--- src/inc/usbr_pkg.sv ---
package usbr_pkg;
   // Register addresses in special function register space
   localparam logic [7:0] ADDR_CLOCK_DIVIDER = 8'he1;
   localparam logic [7:0] ADDR_EP1_TX_DATA = 8'he6;
   localparam logic [7:0] ADDR_EP0_TX_DATA = 8'he7;
   localparam logic [7:0] ADDR_INT_FLAGS = 8'he8;
   localparam logic [7:0] ADDR_INT_ENABLES = 8'he9;
   localparam logic [7:0] ADDR_EP0_TX_CONTROL = 8'hea;
   localparam logic [7:0] ADDR_EP12_TX_CONTROL = 8'heb;
   localparam logic [7:0] ADDR_ENDPOINT_ENABLE = 8'hec;
   localparam logic [7:0] ADDR_EP0_RX_STATUS = 8'hed;
   localparam logic [7:0] ADDR_FUNCTION_ADDRESS = 8'hee;
   localparam logic [7:0] ADDR_EP0_RX_DATA = 8'hef;
   localparam logic [7:0] REG_RESET = 8'h00;

   // Endpoint enable control fields
   localparam int BIT_AUTO_STATUS_OUT = 4;
   localparam int BIT_ENDPOINT2_ENABLE = 3;
   localparam int BIT_ENDPOINT1_ENABLE = 2;
   localparam int BIT_ENDPOINT2_FORCE_STALL = 1;
   localparam int BIT_ENDPOINT1_FORCE_STALL = 0;
   localparam logic [7:0] ENDPOINT_ENABLE_MASK = 8'h1f;
   // Endpoint 0 status fields
   localparam int BIT_EP0_EXPECTED_TOGGLE = 7;
   localparam int BIT_SETUP_DETECT = 6;
   localparam int BIT_IN_DETECT = 5;
   localparam int BIT_OUT_DETECT = 4;
   // Transmit control fields (endpoint 0 and endpoints 1/2 share a layout)
   localparam int BIT_TX_TOGGLE = 7;
   localparam int BIT_EP0_STALL = 6;
   localparam int BIT_EP12_SELECT = 6;
   localparam int BIT_TX_ENABLE = 5;
   localparam int BIT_FORCE_RESUME = 4;
   // Function address fields
   localparam int BIT_USB_FUNCTION_ENABLE = 7;
   // Interrupt flag fields
   localparam int BIT_SUSPEND_FLAG = 7;
   localparam int BIT_BUS_RESET_FLAG = 5;
   localparam int BIT_EP0_TX_DONE_FLAG = 4;
   localparam int BIT_EP0_RX_DONE_FLAG = 3;
   localparam int BIT_EP12_TX_DONE_FLAG = 2;
   localparam int BIT_EOP_FLAG = 1;
   localparam int BIT_RESUME_FLAG = 0;

   // Packet identifiers
   localparam logic [3:0] PID_OUT = 4'h1;
   localparam logic [3:0] PID_IN = 4'h9;
   localparam logic [3:0] PID_SETUP = 4'hd;
   localparam logic [3:0] PID_DATA0 = 4'h3;
   localparam logic [3:0] PID_DATA1 = 4'hb;
   localparam logic [3:0] BYTE_COUNT_MAX = 4'hf;

   // Answer kinds handed to the serial engine
   typedef enum logic [1:0] {RESP_ACK = 2'h0, RESP_NAK = 2'h1, RESP_STALL = 2'h2, RESP_DATA = 2'h3} usbr_resp_t;

   // Transaction sequencer, one-hot
   typedef enum logic [2:0] {ST_IDLE = 3'h1, ST_RX_DATA = 3'h2, ST_TX_WAIT = 3'h4} usbr_state_t;
endpackage : usbr_pkg

--- src/inc/usbr_clk_if.sv ---
`timescale 1ns/10ps
// Prescaler setting out, logic clock tick back
interface usbr_clk_if;
   logic [7:0] divide_value;
   logic tick;
   modport ctrl (output divide_value, input tick);
   modport divider (input divide_value, output tick);
endinterface : usbr_clk_if

--- src/design/usbr_endpoint_regs.sv ---
`timescale 1ns/10ps
// Behaviour
// - Auto status-out set: hardware answers the control read OUT status stage.
// - Endpoint 2 enable gates its transfers; reset clears it.
// - Endpoint 1 enable gates its transfers; reset clears it.
// - Endpoint 2 force-stall makes it answer STALL; reset clears it.
// - Endpoint 1 force-stall makes it answer STALL; reset clears it.
// - Expected toggle (0 DATA0, 1 DATA1) is compared with endpoint 0 data PID.
// - Setup-detect bit sets on a SETUP token.
// - IN-detect bit sets on an IN token.
// - OUT-detect bit sets on an OUT token.
// - Four-bit field reports bytes in last endpoint 0 DATA packet whose toggle matched, auto status-out stages excepted.
// - Endpoint 0 received bytes are read through an 8-bit register.
// - Endpoint 0 transmit bytes are written through an 8-bit register.
// - Endpoint 1 transmit bytes are written through an 8-bit register.
// - Logic clock is MCU clock over two, over prescaler plus one.
// - Endpoint 1/2 IN gets NAK when transmit disabled or transmit-done set.
module usbr_endpoint_regs
   import usbr_pkg::*;
(
   // Clock and reset
   input wire logic sys_clk,
   input wire logic rst_b,
   // Special function register port
   input wire logic [7:0] sfr_addr,
   input wire logic sfr_wr,
   input wire logic sfr_rd,
   input wire logic [7:0] sfr_wdata,
   output logic [7:0] sfr_rdata,
   // Token and data packets from the serial engine
   input wire logic tok_valid,
   input wire logic [3:0] tok_pid,
   input wire logic [6:0] tok_addr,
   input wire logic [3:0] tok_endp,
   input wire logic rx_byte_valid,
   input wire logic [7:0] rx_byte,
   input wire logic rx_pkt_end,
   input wire logic [3:0] rx_pid,
   input wire logic tx_ack,
   // Bus events
   input wire logic bus_reset,
   input wire logic bus_suspend,
   input wire logic bus_eop,
   input wire logic bus_resume,
   // Answers to the serial engine
   output logic usb_clk_en,
   output logic resp_valid,
   output usbr_resp_t resp_kind,
   output logic [3:0] resp_pid,
   output logic [3:0] resp_len,
   output logic [7:0] tx_byte,
   output logic force_resume
);
   usbr_clk_if clk_link ();

   logic [7:0] usb_clock_divider, ep1_tx_data, ep0_tx_data, usb_interrupt_flags;
   logic [7:0] usb_interrupt_enables, ep0_tx_control, ep12_tx_control, endpoint_enable_control;
   logic [7:0] ep0_rx_status, function_address, ep0_rx_data, flag_set, next_flags;
   logic [3:0] rx_count;
   logic ctl_read, ctl_setup, auto_status, tx_ep12;
   usbr_state_t state;
   logic tok_hit, tok_ep0, tok_ep12, ep12_enabled, ep12_stalled, toggle_match, data_end_ep0;

   // Register write decode, shared by every writable register
   function automatic logic wr_hit(input logic [7:0] addr, input logic [7:0] offset, input logic wr);
      wr_hit = wr && (addr == offset);
   endfunction : wr_hit

   usbr_prescaler u_prescaler (
      .sys_clk (sys_clk),
      .rst_b (rst_b),
      .clk_port (clk_link.divider)
   );

   assign clk_link.divide_value = usb_clock_divider;

   // Token qualification: address match and function enable
   assign tok_hit = tok_valid && function_address[BIT_USB_FUNCTION_ENABLE]
      && (tok_addr == function_address[6:0]);
   assign tok_ep0 = tok_hit && (tok_endp == 4'h0);
   assign tok_ep12 = tok_hit && (tok_endp == 4'h1 || tok_endp == 4'h2);
   // Enable and stall of the token's endpoint
   assign ep12_enabled = (tok_endp == 4'h2) ? endpoint_enable_control[BIT_ENDPOINT2_ENABLE]
      : endpoint_enable_control[BIT_ENDPOINT1_ENABLE];
   assign ep12_stalled = (tok_endp == 4'h2) ? endpoint_enable_control[BIT_ENDPOINT2_FORCE_STALL]
      : endpoint_enable_control[BIT_ENDPOINT1_FORCE_STALL];
   // Received data PID against the expected toggle
   assign toggle_match = ep0_rx_status[BIT_EP0_EXPECTED_TOGGLE] ? (rx_pid == PID_DATA1)
      : (rx_pid == PID_DATA0);
   assign data_end_ep0 = (state == ST_RX_DATA) && rx_pkt_end;

   // Hardware events that set sticky flags
   always_comb
   begin
      flag_set = 8'h00;
      flag_set[BIT_SUSPEND_FLAG] = bus_suspend;
      flag_set[BIT_BUS_RESET_FLAG] = bus_reset;
      flag_set[BIT_EOP_FLAG] = bus_eop;
      flag_set[BIT_RESUME_FLAG] = bus_resume;
      flag_set[BIT_EP0_TX_DONE_FLAG] = (state == ST_TX_WAIT) && tx_ack && !tx_ep12;
      flag_set[BIT_EP12_TX_DONE_FLAG] = (state == ST_TX_WAIT) && tx_ack && tx_ep12;
      flag_set[BIT_EP0_RX_DONE_FLAG] = data_end_ep0 && toggle_match && !auto_status;
   end

   // Software clears a flag by writing 0; an event in the same cycle still sets it
   always_comb
   begin
      next_flags = usb_interrupt_flags;
      if (wr_hit(sfr_addr, ADDR_INT_FLAGS, sfr_wr))
         next_flags = usb_interrupt_flags & sfr_wdata;
      next_flags = next_flags | flag_set;
   end

   always_ff @(posedge sys_clk or negedge rst_b)
   begin
      if (!rst_b)
         usb_interrupt_flags <= REG_RESET;
      else
         usb_interrupt_flags <= next_flags;
   end

   // Plain read/write registers
   always_ff @(posedge sys_clk or negedge rst_b)
   begin
      if (!rst_b)
      begin
         usb_clock_divider <= REG_RESET;
         ep1_tx_data <= REG_RESET;
         ep0_tx_data <= REG_RESET;
         usb_interrupt_enables <= REG_RESET;
         ep0_tx_control <= REG_RESET;
         ep12_tx_control <= REG_RESET;
         endpoint_enable_control <= REG_RESET;
         function_address <= REG_RESET;
      end
      else
      begin
         // Prescaler; only 0, 1 or 2 give 6 MHz from the supported clocks
         if (wr_hit(sfr_addr, ADDR_CLOCK_DIVIDER, sfr_wr))
            usb_clock_divider <= sfr_wdata;
         if (wr_hit(sfr_addr, ADDR_EP1_TX_DATA, sfr_wr))
            ep1_tx_data <= sfr_wdata;
         if (wr_hit(sfr_addr, ADDR_EP0_TX_DATA, sfr_wr))
            ep0_tx_data <= sfr_wdata;
         if (wr_hit(sfr_addr, ADDR_INT_ENABLES, sfr_wr))
            usb_interrupt_enables <= sfr_wdata;
         if (wr_hit(sfr_addr, ADDR_EP0_TX_CONTROL, sfr_wr))
            ep0_tx_control <= sfr_wdata;
         if (wr_hit(sfr_addr, ADDR_EP12_TX_CONTROL, sfr_wr))
            ep12_tx_control <= sfr_wdata;
         // Reserved bits 7..5 are not stored and read back as zero
         if (wr_hit(sfr_addr, ADDR_ENDPOINT_ENABLE, sfr_wr))
            endpoint_enable_control <= sfr_wdata & ENDPOINT_ENABLE_MASK;
         if (wr_hit(sfr_addr, ADDR_FUNCTION_ADDRESS, sfr_wr))
            function_address <= sfr_wdata;
      end
   end

   // Endpoint 0 status: toggle is software owned, the rest hardware owned
   always_ff @(posedge sys_clk or negedge rst_b)
   begin
      if (!rst_b)
         ep0_rx_status <= REG_RESET;
      else
      begin
         if (wr_hit(sfr_addr, ADDR_EP0_RX_STATUS, sfr_wr))
            ep0_rx_status[BIT_EP0_EXPECTED_TOGGLE] <= sfr_wdata[BIT_EP0_EXPECTED_TOGGLE];
         // A new token replaces the previous token-type bits
         if (tok_hit)
         begin
            ep0_rx_status[BIT_SETUP_DETECT] <= (tok_pid == PID_SETUP);
            ep0_rx_status[BIT_IN_DETECT] <= (tok_pid == PID_IN);
            ep0_rx_status[BIT_OUT_DETECT] <= (tok_pid == PID_OUT);
         end
         if (data_end_ep0 && toggle_match && !auto_status)
            ep0_rx_status[3:0] <= rx_count;
      end
   end

   // Byte counting and capture during an endpoint 0 data packet
   always_ff @(posedge sys_clk or negedge rst_b)
   begin
      if (!rst_b)
      begin
         rx_count <= 4'h0;
         ep0_rx_data <= REG_RESET;
      end
      else if (state != ST_RX_DATA)
         rx_count <= 4'h0;
      else if (rx_byte_valid)
      begin
         // Saturate rather than wrap; low speed packets stay far below the cap
         if (rx_count != BYTE_COUNT_MAX)
            rx_count <= rx_count + 4'h1;
         // Auto-answered status stages carry no data for software
         if (!auto_status)
            ep0_rx_data <= rx_byte;
      end
   end

   // Control transfer tracking for the automatic status stage
   always_ff @(posedge sys_clk or negedge rst_b)
   begin
      if (!rst_b)
      begin
         ctl_setup <= 1'b0;
         ctl_read <= 1'b0;
      end
      else if (tok_ep0 && tok_pid == PID_SETUP)
      begin
         ctl_setup <= 1'b1;
         ctl_read <= 1'b0;
      end
      else if (tok_ep0 && tok_pid == PID_IN && ctl_setup)
         ctl_read <= 1'b1;
      else if (data_end_ep0 && auto_status)
      begin
         ctl_setup <= 1'b0;
         ctl_read <= 1'b0;
      end
   end

   // Transaction sequencer and handshake choice
   always_ff @(posedge sys_clk or negedge rst_b)
   begin
      if (!rst_b)
      begin
         state <= ST_IDLE;
         resp_valid <= 1'b0;
         resp_kind <= RESP_ACK;
         resp_pid <= 4'h0;
         resp_len <= 4'h0;
         auto_status <= 1'b0;
         tx_ep12 <= 1'b0;
      end
      else
      begin
         resp_valid <= 1'b0;
         unique case (state)
            ST_IDLE:
            begin
               if (tok_ep0 && tok_pid == PID_IN)
               begin
                  resp_valid <= 1'b1;
                  tx_ep12 <= 1'b0;
                  if (ep0_tx_control[BIT_EP0_STALL])
                     resp_kind <= RESP_STALL;
                  else if (!ep0_tx_control[BIT_TX_ENABLE] || usb_interrupt_flags[BIT_EP0_TX_DONE_FLAG])
                     resp_kind <= RESP_NAK;
                  else
                  begin
                     resp_kind <= RESP_DATA;
                     resp_pid <= ep0_tx_control[BIT_TX_TOGGLE] ? PID_DATA1 : PID_DATA0;
                     resp_len <= ep0_tx_control[3:0];
                     state <= ST_TX_WAIT;
                  end
               end
               else if (tok_ep0 && (tok_pid == PID_OUT || tok_pid == PID_SETUP))
               begin
                  // Status-out of a control read is taken by hardware alone
                  auto_status <= (tok_pid == PID_OUT) && ctl_read
                     && endpoint_enable_control[BIT_AUTO_STATUS_OUT];
                  state <= ST_RX_DATA;
               end
               // Disabled endpoints stay silent
               else if (tok_ep12 && tok_pid == PID_IN && ep12_enabled)
               begin
                  resp_valid <= 1'b1;
                  tx_ep12 <= 1'b1;
                  if (ep12_stalled)
                     resp_kind <= RESP_STALL;
                  // Token for the endpoint not selected is NAKed too
                  else if (!ep12_tx_control[BIT_TX_ENABLE] || usb_interrupt_flags[BIT_EP12_TX_DONE_FLAG]
                     || (ep12_tx_control[BIT_EP12_SELECT] != (tok_endp == 4'h2)))
                     resp_kind <= RESP_NAK;
                  else
                  begin
                     resp_kind <= RESP_DATA;
                     resp_pid <= ep12_tx_control[BIT_TX_TOGGLE] ? PID_DATA1 : PID_DATA0;
                     resp_len <= ep12_tx_control[3:0];
                     state <= ST_TX_WAIT;
                  end
               end
               else if (tok_ep12 && tok_pid == PID_OUT && ep12_enabled && ep12_stalled)
               begin
                  resp_valid <= 1'b1;
                  resp_kind <= RESP_STALL;
               end
            end
            ST_RX_DATA:
            begin
               if (rx_pkt_end)
               begin
                  resp_valid <= 1'b1;
                  // Stall on endpoint 0 refuses OUT data, never SETUP or an auto status-out stage
                  if (ep0_tx_control[BIT_EP0_STALL] && !ep0_rx_status[BIT_SETUP_DETECT] && !auto_status)
                     resp_kind <= RESP_STALL;
                  else
                     resp_kind <= RESP_ACK;
                  auto_status <= 1'b0;
                  state <= ST_IDLE;
               end
            end
            ST_TX_WAIT:
            begin
               // A new token means the host gave up on our data
               if (tx_ack || tok_valid)
                  state <= ST_IDLE;
            end
            default:
               state <= ST_IDLE;
         endcase
      end
   end

   // Data byte offered by the endpoint being served
   always_ff @(posedge sys_clk or negedge rst_b)
   begin
      if (!rst_b)
         tx_byte <= REG_RESET;
      else
         tx_byte <= tx_ep12 ? ep1_tx_data : ep0_tx_data;
   end

   // Logic clock enable and resume drive, registered for clean outputs
   always_ff @(posedge sys_clk or negedge rst_b)
   begin
      if (!rst_b)
      begin
         usb_clk_en <= 1'b0;
         force_resume <= 1'b0;
      end
      else
      begin
         usb_clk_en <= clk_link.tick;
         force_resume <= ep12_tx_control[BIT_FORCE_RESUME];
      end
   end

   // Read data, registered one cycle after the read strobe
   always_ff @(posedge sys_clk or negedge rst_b)
   begin
      if (!rst_b)
         sfr_rdata <= REG_RESET;
      else if (sfr_rd)
      begin
         unique case (sfr_addr)
            ADDR_CLOCK_DIVIDER: sfr_rdata <= usb_clock_divider;
            ADDR_EP1_TX_DATA: sfr_rdata <= ep1_tx_data;
            ADDR_EP0_TX_DATA: sfr_rdata <= ep0_tx_data;
            ADDR_INT_FLAGS: sfr_rdata <= usb_interrupt_flags;
            ADDR_INT_ENABLES: sfr_rdata <= usb_interrupt_enables;
            ADDR_EP0_TX_CONTROL: sfr_rdata <= ep0_tx_control;
            ADDR_EP12_TX_CONTROL: sfr_rdata <= ep12_tx_control;
            ADDR_ENDPOINT_ENABLE: sfr_rdata <= endpoint_enable_control;
            ADDR_EP0_RX_STATUS: sfr_rdata <= ep0_rx_status;
            ADDR_FUNCTION_ADDRESS: sfr_rdata <= function_address;
            ADDR_EP0_RX_DATA: sfr_rdata <= ep0_rx_data;
            default: sfr_rdata <= REG_RESET;
         endcase
      end
   end
endmodule : usbr_endpoint_regs

--- src/design/usbr_prescaler.sv ---
`timescale 1ns/10ps
module usbr_prescaler
   import usbr_pkg::*;
(
   // Clock and reset
   input wire logic sys_clk,
   input wire logic rst_b,
   // Setting and tick
   usbr_clk_if.divider clk_port
);
   logic [8:0] count;
   logic [8:0] terminal;

   // One tick per 2 * (value + 1) cycles
   assign terminal = {clk_port.divide_value, 1'b1};

   // A new setting takes effect at once; a lower one can cut the current period short
   always_ff @(posedge sys_clk or negedge rst_b)
   begin
      if (!rst_b)
      begin
         count <= 9'h000;
         clk_port.tick <= 1'b0;
      end
      else if (count >= terminal)
      begin
         count <= 9'h000;
         clk_port.tick <= 1'b1;
      end
      else
      begin
         count <= count + 9'h001;
         clk_port.tick <= 1'b0;
      end
   end
endmodule : usbr_prescaler

--- config.mk ---
export PLATFORM = sky130hd
export DESIGN_NAME = usbr_endpoint_regs
export DESIGN_NICKNAME = d
export VERILOG_FILES = /design/src/inc/usbr_pkg.sv /design/src/inc/usbr_clk_if.sv /design/src/design/usbr_endpoint_regs.sv /design/src/design/usbr_prescaler.sv
export SDC_FILE = /design/constraint.sdc
export NUM_CORES = 1
export LEC_CHECK = 0
export ABC_AREA = 1
export BUFFER_PORTS_ARGS = -buffer_cell sky130_fd_sc_hd__clkbuf_2
export CORE_UTILIZATION = 36
export DETAILED_ROUTE_END_ITERATION = 8
export PLACE_DENSITY_LB_ADDON = 0.2
export SLEW_MARGIN = 10
export SYNTH_ARGS = -nofsm -noshare
export SYNTH_HDL_FRONTEND = slang
export SYNTH_SLANG_ARGS = --single-unit
--- constraint.sdc ---
create_clock -name sys_clk -period 1.46 [get_ports sys_clk]
set_input_delay 0.146 -clock sys_clk [delete_from_list [all_inputs] [get_ports sys_clk]]
set_output_delay 0.146 -clock sys_clk [all_outputs]
set_load 0.02 [all_outputs]
## Word level (Yosys, flattened, before mapping)

Index checks and enable logic that the tools add are counted.

| storage, ports and cells | value |
|---|---|
| register bits | 135 |
| output and inout port bits | 29 |
| input port bits | 55 |

| operators by class | value |
|---|---|
| equality and inequality tests | 42 |
| add/subtract/negate cells | 2 |
| reduce and logical (&&, ||, !) cells | 60 |
| multiplexer cells | 66 |
| bitwise gates (word level) | 4 |
| $lt $le $gt $ge | 1 |

Operator list:

| cell | count |
|---|---|
| 8-bit equality test (second input constant) | 11 |
| 8-bit case mux with 11 select lines | 1 |
| 4-bit two-way mux | 19 |
| 1-bit logical AND | 34 |
| 3-bit two-way mux | 9 |
| 1-bit two-way mux | 20 |
| 2-bit two-way mux | 10 |
| 4-bit inequality test (second input constant) | 5 |
| 8-bit two-way mux | 2 |
| 2-bit inequality test (second input constant) | 8 |
| 7-bit AND reduction | 2 |
| 4-bit equality test (second input constant) | 3 |
| 2-bit nonzero test | 5 |
| 9-bit by 1-bit adder with 9-bit output (second input constant) | 1 |
| 9-bit greater-or-equal comparator | 1 |
| 9-bit two-way mux | 1 |
| 3-bit inequality test (second input constant) | 3 |
| 3-bit case mux with 3 select lines | 1 |
| 8-bit bitwise AND | 1 |
| 4-bit by 1-bit equality test with 1-bit output (second input constant) | 2 |
| 4-bit by 2-bit equality test with 1-bit output (second input constant) | 2 |
| 8-bit bitwise OR | 1 |
| 4-bit AND reduction | 2 |
| 7-bit equality test | 1 |
| 16 further kinds | 30 |

## Longest topological paths before layout

| depth | value |
|---|---|
| depth in word-level cells | 11 |
| depth in mapped cells | 14 |
| depth with buffers taken out | 14 |

## By module

From an unflattened synthesis, not the netlist that was laid out.

| unflattened totals | value |
|---|---|
| cells, all modules | 863 |
| area, all modules | 6825.3 um2 |

Modules (own cells, without submodules):

| module | instances | cells an instance | area an instance (um2) |
|---|---|---|---|
| usbr_endpoint_regs | 1 | 768 | 6108.4 |
| usbr_prescaler | 1 | 95 | 716.9 |

## Worst setup path before layout

No wires, ideal clock.

| timing path | value |
|---|---|
| path kind | register to register |
| start | register state[0] |
| end | register resp_kind[1] |
| arrival | 1.469 ns |
| cell stages (with the launch flop) | 10 |
| setup slack | -0.126 ns |
| library setup time | 0.117 ns |
| period minus slack after synthesis | 1.586 ns |
| buffers on the path | 0 |
| cell sequence | dfstp_2 inv_1 nor3_1 inv_1 nor2_1 nand2_1 nand2_1 nand2_1 nor2_1 nor2_1 |

| on the way | value |
|---|---|
| word-level cells in the longest chain between the ends | 3 |
| elaborated cells on any way between the ends | 8 |
| those cells by class | eq/ne (5); mux (1); reduce/logical (2) |

RTL lines:

| element | line | text |
|---|---|---|
| start, declared | usbr_endpoint_regs.sv:61 | `usbr_state_t state;` |
| start signal, assigned | usbr_endpoint_regs.sv:228 | `state <= ST_IDLE;` |
| start signal, assigned | usbr_endpoint_regs.sv:255 | `state <= ST_TX_WAIT;` |
| start signal, assigned | usbr_endpoint_regs.sv:263 | `state <= ST_RX_DATA;` |
| 3-bit by 1-bit equality test with 1-bit output or 3-bit by 2-bit equality test with 1-bit output (tied branches) | usbr_endpoint_regs.sv:239 | `unique case (state)` |
| 4-bit inequality test (no line), or another cell as far along | n/a |  |
| 4-bit AND reduction (no line) | n/a |  |
| end signal, assigned | usbr_endpoint_regs.sv:247 | `resp_kind <= RESP_STALL;` |
| end signal, assigned | usbr_endpoint_regs.sv:249 | `resp_kind <= RESP_NAK;` |
| end signal, assigned | usbr_endpoint_regs.sv:252 | `resp_kind <= RESP_DATA;` |
| end, declared | usbr_endpoint_regs.sv:48 | `output usbr_resp_t resp_kind,` |

Several ways; a longest one is shown, not always the timed one.
A chain may end at the register's enable or synchronous reset.

## Worst setup path after layout

| timing path | value |
|---|---|
| start | register function_address[5] |
| end | register resp_len[3] |

| on the way | value |
|---|---|
| word-level cells in the longest chain between the ends | 7 |
| elaborated cells on any way between the ends | 16 |
| those cells by class | eq/ne (6); mux (1); reduce/logical (9) |

RTL lines:

| element | line | text |
|---|---|---|
| start, declared | usbr_endpoint_regs.sv:58 | `logic [7:0] ep0_rx_status, function_address, ep0_rx_data, flag_set, next_flags;` |
| start signal, assigned | usbr_endpoint_regs.sv:155 | `function_address <= sfr_wdata;` |
| 7-bit equality test (*) | usbr_endpoint_regs.sv:79 | `&& (tok_addr == function_address[6:0]);` |
| 1-bit logical AND (*) | usbr_endpoint_regs.sv:79 |  |
| 1-bit logical AND | usbr_endpoint_regs.sv:81 | `assign tok_ep12 = tok_hit && (tok_endp == 4'h1 \|\| tok_endp == 4'h2);` |
| 1-bit logical AND (2 in series) | usbr_endpoint_regs.sv:266 | `else if (tok_ep12 && tok_pid == PID_IN && ep12_enabled)` |
| 2-bit nonzero test (no line) | n/a |  |
| 7-bit AND reduction (no line) | n/a |  |
| end signal, assigned | usbr_endpoint_regs.sv:254 | `resp_len <= ep0_tx_control[3:0];` |
| end signal, assigned | usbr_endpoint_regs.sv:280 | `resp_len <= ep12_tx_control[3:0];` |
| end, declared | usbr_endpoint_regs.sv:50 | `output logic [3:0] resp_len,` |

Mark *: on every way between the ends. The rest lies on a longest branch, timed or not.

==> impl_results.html <==
<table>
<tr><th>Metric</th><th>Value</th></tr>
<tr><th colspan="2">Global routing</th></tr>
<tr><td>Remaining Overflow, GRT</td><td>0</td></tr>
<tr><td>Largest net degree at the start of global routing</td><td>39</td></tr>
<tr><td>Initial antenna violation count</td><td>0</td></tr>
<tr><td>Wire length of the first global-routing pass</td><td>32.4 mm</td></tr>
<tr><td>Via count of the first global-routing pass</td><td>6180</td></tr>
<tr><td>GR Util All Layers</td><td>0.219</td></tr>
<tr><th colspan="2">Cells and area</th></tr>
<tr><td>Inserted Diodes</td><td>0</td></tr>
<tr><td>Share of post-route cells with drive strength above 1</td><td>0.354</td></tr>
<tr><td>Register with the most flip-flops</td><td>u_prescaler.count</td></tr>
<tr><td>Post-Layout Cell Count</td><td>1335</td></tr>
<tr><td>Count of nets after finishing</td><td>1158</td></tr>
<tr><td>Most common library cell in the layout ignoring fill and taps</td><td>sky130_fd_sc_hd__nand2_1</td></tr>
<tr><td>Sequential cell area</td><td>3330 sq um</td></tr>
<tr><td>Commonest non-fill, non-tap cells in the layout</td><td>sky130_fd_sc_hd__nand2_1, sky130_fd_sc_hd__dfrtp_1, sky130_fd_sc_hd__buf_4</td></tr>
<tr><td>Largest register FFs</td><td>9</td></tr>
<tr><td>Footprint of the multi-input gates</td><td>3370 sq um</td></tr>
<tr><td>Post-route cell area</td><td>9830 sq um</td></tr>
<tr><td>Fill cell count</td><td>1697</td></tr>
<tr><td>Area growth, synth to finish</td><td>44.6%</td></tr>
<tr><th colspan="2">Outcome</th></tr>
<tr><td>Run status</td><td>complete, but fails checks</td></tr>
<tr><td>Violations in the final reports</td><td>setup timing</td></tr>
<tr><th colspan="2">Detailed routing</th></tr>
<tr><td>1st-iter DRT viols</td><td>390</td></tr>
<tr><td>First-pass iteration count of the detailed router</td><td>7</td></tr>
<tr><td>DRC errors left</td><td>0</td></tr>
<tr><td>Total wire length after detailed routing</td><td>20.3 mm</td></tr>
<tr><td>Antenna violation net count after detailed routing</td><td>0</td></tr>
<tr><td>Wire length per cell after detailed routing</td><td>15.2 um</td></tr>
<tr><td>Vias after detailed routing</td><td>6446</td></tr>
<tr><td>Vias per cell</td><td>4.83</td></tr>
<tr><th colspan="2">Power and ir drop</th></tr>
<tr><td>Cell Pwr Density</td><td>1050 nW/um^2</td></tr>
<tr><td>Final Total Pwr</td><td>0.0103 W</td></tr>
<tr><td>Worst IR drop on VDD</td><td>0.881 mV</td></tr>
<tr><td>Static power due to leakage</td><td>4.84 nW</td></tr>
<tr><th colspan="2">Floorplan</th></tr>
<tr><td>Overall die area</td><td>19400 sq um</td></tr>
<tr><td>Die Span Y</td><td>139 um</td></tr>
<tr><td>CORE AREA</td><td>18200 sq um</td></tr>
<tr><td>Io pins</td><td>84</td></tr>
<tr><td>Starting utilization of the core area</td><td>0.373</td></tr>
<tr><td>Core Rows</td><td>49</td></tr>
<tr><td>Width of the die</td><td>139 um</td></tr>
<tr><th colspan="2">Logic synthesis</th></tr>
<tr><td>Number of enable-type register cells in the synthesized netlist</td><td>0</td></tr>
<tr><td>Count of warnings emitted by yosys</td><td>0</td></tr>
<tr><td>Average footprint of a synthesized cell</td><td>7.89 sq um</td></tr>
<tr><td>Share of flip-flops with an asynchronous set or reset after synthesis</td><td>1.00</td></tr>
<tr><td>Cells after synthesis</td><td>861</td></tr>
<tr><td>Area of the mapped netlist</td><td>6800 sq um</td></tr>
<tr><td>Library cell occupying the most area in the post-synthesis netlist</td><td>sky130_fd_sc_hd__dfrtp_1</td></tr>
<tr><td>Sequential element share of the synthesized area</td><td>0.490</td></tr>
<tr><td>FF+latch count, synth</td><td>133</td></tr>
<tr><td>Ys flop type</td><td>sky130_fd_sc_hd__dfrtp_1</td></tr>
<tr><td>Post-synth cell types</td><td>43</td></tr>
<tr><td>Post-Syn Nets</td><td>926</td></tr>
<tr><td>Fraction of synthesized cell area taken by the top area cell type</td><td>0.486</td></tr>
<tr><td>Top post-synthesis cells by area</td><td>sky130_fd_sc_hd__dfrtp_1, sky130_fd_sc_hd__nand2_1, sky130_fd_sc_hd__o21ai_0</td></tr>
<tr><th colspan="2">Critical path</th></tr>
<tr><td>Critical-path cell with the highest stage delay</td><td>sky130_fd_sc_hd__dfrtp_1</td></tr>
<tr><td>Nature of the critical path endpoint</td><td>flop</td></tr>
<tr><td>Type of element launching the critical path</td><td>flop</td></tr>
<tr><td>CP delay by family, top</td><td>simple AND/OR/NAND/NOR gates</td></tr>
<tr><td>Data required time at the worst endpoint</td><td>1.78 ns</td></tr>
<tr><td>Delay contributed by the slowest stage of the critical path</td><td>0.39 ns</td></tr>
<tr><td>Arrival time of the worst setup path</td><td>2.12 ns</td></tr>
<tr><td>Bufs and invs on worst path</td><td>1</td></tr>
<tr><td>Crit path cell chain</td><td>inv_2 -&gt; nand2_1 -&gt; nand2_1 -&gt; nor2_1 -&gt; nand2_1 -&gt; nor2_4 -&gt; nand4_1 -&gt; nand2_2 -&gt; nand3_4 -&gt; nand2_2 -&gt; o21ai_2</td></tr>
<tr><td>Most repeated library cell on the critical path</td><td>sky130_fd_sc_hd__nand2_1</td></tr>
<tr><td>Startpoint-to-endpoint class of the critical path</td><td>reg -&gt; reg</td></tr>
<tr><td>Crit-path max FO</td><td>6</td></tr>
<tr><th colspan="2">Timing</th></tr>
<tr><td>Maximum clock skew at final layout</td><td>0.00633 ns</td></tr>
<tr><td>Hold violation count in the final report</td><td>0</td></tr>
<tr><td>Number of setup violations in the final report</td><td>34</td></tr>
<tr><td>Unrepaired setup endpoints after global routing</td><td>yes</td></tr>
<tr><td>Final worst path period need</td><td>1.79 ns</td></tr>
<tr><td>Final worst-path cycle share</td><td>1.23</td></tr>
<tr><td>Fin Setup TNS</td><td>-4.71 ns</td></tr>
<tr><td>Number of pins with negative max-slew slack in the final report</td><td>0</td></tr>
<tr><td>Fmax</td><td>558 MHz</td></tr>
<tr><td>Setup WS post-layout</td><td>-0.333 ns</td></tr>
<tr><th colspan="2">Clock tree</th></tr>
<tr><td>Clock H-tree levels</td><td>4</td></tr>
<tr><td>Clock latency on the worst-skew pair</td><td>0.43 ns</td></tr>
<tr><td>CTS tree</td><td>built</td></tr>
<tr><td>Clk buf depth</td><td>2</td></tr>
<tr><td>Cell chosen for the clock root</td><td>sky130_fd_sc_hd__clkbuf_16</td></tr>
<tr><td>Cts bufs inserted</td><td>17</td></tr>
<tr><td>Clock transition at the registers of the reported paths</td><td>0.06 ns</td></tr>
<tr><td>Clock Sink Count</td><td>133</td></tr>
<tr><th colspan="2">Placed design</th></tr>
<tr><td>Placement-stage worst setup slack</td><td>-0.423 ns</td></tr>
<tr><td>Number of input and output port buffers inserted</td><td>82</td></tr>
<tr><td>Placed Instance Area</td><td>8380 sq um</td></tr>
<tr><td>Final RePlAce weighted congestion</td><td>0.870</td></tr>
<tr><td>Total placed cells including tap cells</td><td>1266</td></tr>
<tr><td>Half-perimeter wire length after detailed placement</td><td>14.7 mm</td></tr>
<tr><th colspan="2">Flow run</th></tr>
<tr><td>Max-cap check violation count</td><td>0</td></tr>
<tr><th colspan="2">Min path</th></tr>
<tr><td>Hold Path Class</td><td>in -&gt; reg</td></tr>
</table>
-- power breakdown --
group          internal (W)  leakage, nW  switching [W]
sequential          0.00386         1.78       0.000113
clock               0.00290        0.307        0.00181
combinational      0.000761         2.76       0.000866
-- path summary, 6_finish.rpt --
check	from	to	slack, ns	depth (start not counted)
worst max-delay path	function_address[5]	resp_len[3]	-0.33	11
worst min-delay path	sfr_wdata[3]	usb_interrupt_flags[3]	0.006	3
worst max register to register	function_address[5]	resp_len[3]	-0.33	11
worst min register to register	u_prescaler.clk_port.tick	usb_clk_en	0.35	0
max in group asynchronous	rst_b	tx_ep12	0.63	3
min in group asynchronous	rst_b	function_address[7]	0.20	2
-- cell families after synthesis --
family	Yosys count	synth area share
fa+ha+maj	10	0.0184
flops	133	0.490
buf+inv	127	0.0768
compound gates	151	0.117
xor+xnor	3	0.00387
simple gates	430	0.284
mux	6	0.00994
other cells	1	0.000552
-- through the flow --
stage               hold WS [ns]  utilization
floorplan                 -0.150            -
finish                   0.00625        0.540
detailed placement         0.105        0.460
global placement           0.105        0.460
CTS                      0.00882        0.522
global route              0.0434        0.540
-- worst register-to-register path: stages, from the launching register on --
cell                      delay [ns]
sky130_fd_sc_hd__dfrtp_1        0.39
sky130_fd_sc_hd__inv_2          0.05
sky130_fd_sc_hd__nand2_1        0.07
sky130_fd_sc_hd__nand2_1        0.06
sky130_fd_sc_hd__nor2_1         0.10
sky130_fd_sc_hd__nand2_1        0.09
sky130_fd_sc_hd__nor2_4         0.21
sky130_fd_sc_hd__nand4_1        0.20
sky130_fd_sc_hd__nand2_2        0.21
sky130_fd_sc_hd__nand3_4        0.15
sky130_fd_sc_hd__nand2_2        0.10
sky130_fd_sc_hd__o21ai_2        0.05
-- synthesized netlist by cell type (all sizes together), types with 2 or more instances --
cell,count
nand2,270
dfrtp,132
o21ai,115
inv,110
nor2,84
nand3,43
a21oi,25
nand4,15
buf,11
ha,10
nor3,10
mux2,6
o22ai,6
clkbuf,5
nor3b,4
nand3b,2
xor2,2
-- layer usage --
layer	up-vias	global-route usage	share of wire
li1	3246	-	-
met1	3016	0.307	0.48
met2	156	0.344	0.46
met3	28	0.0409	0.044
met4	0	0.0643	0.017
met5	-	0	0
-- repair_timing --
item / CTS / global route
gates resized for setup: 65 / 74
pin swaps: 26 / 48
hold buffers: 17 / 0
endpoints found under the hold margin: 68 / 0
buffers inserted: 11 / 11
gates cloned: 1 / 0
endpoints found under the setup margin: 36 / 44
-- final cells by class --
type,count,area share
Clock inverter,15,0.0220
Clock buffer,17,0.0433
Tap cell,229,0.0292
Timing Repair Buffer,228,0.181
Multi-Input combinational cell,602,0.343
Inverter,111,0.0425
Sequential cell,133,0.339
Power figures use the tool's default switching activity.
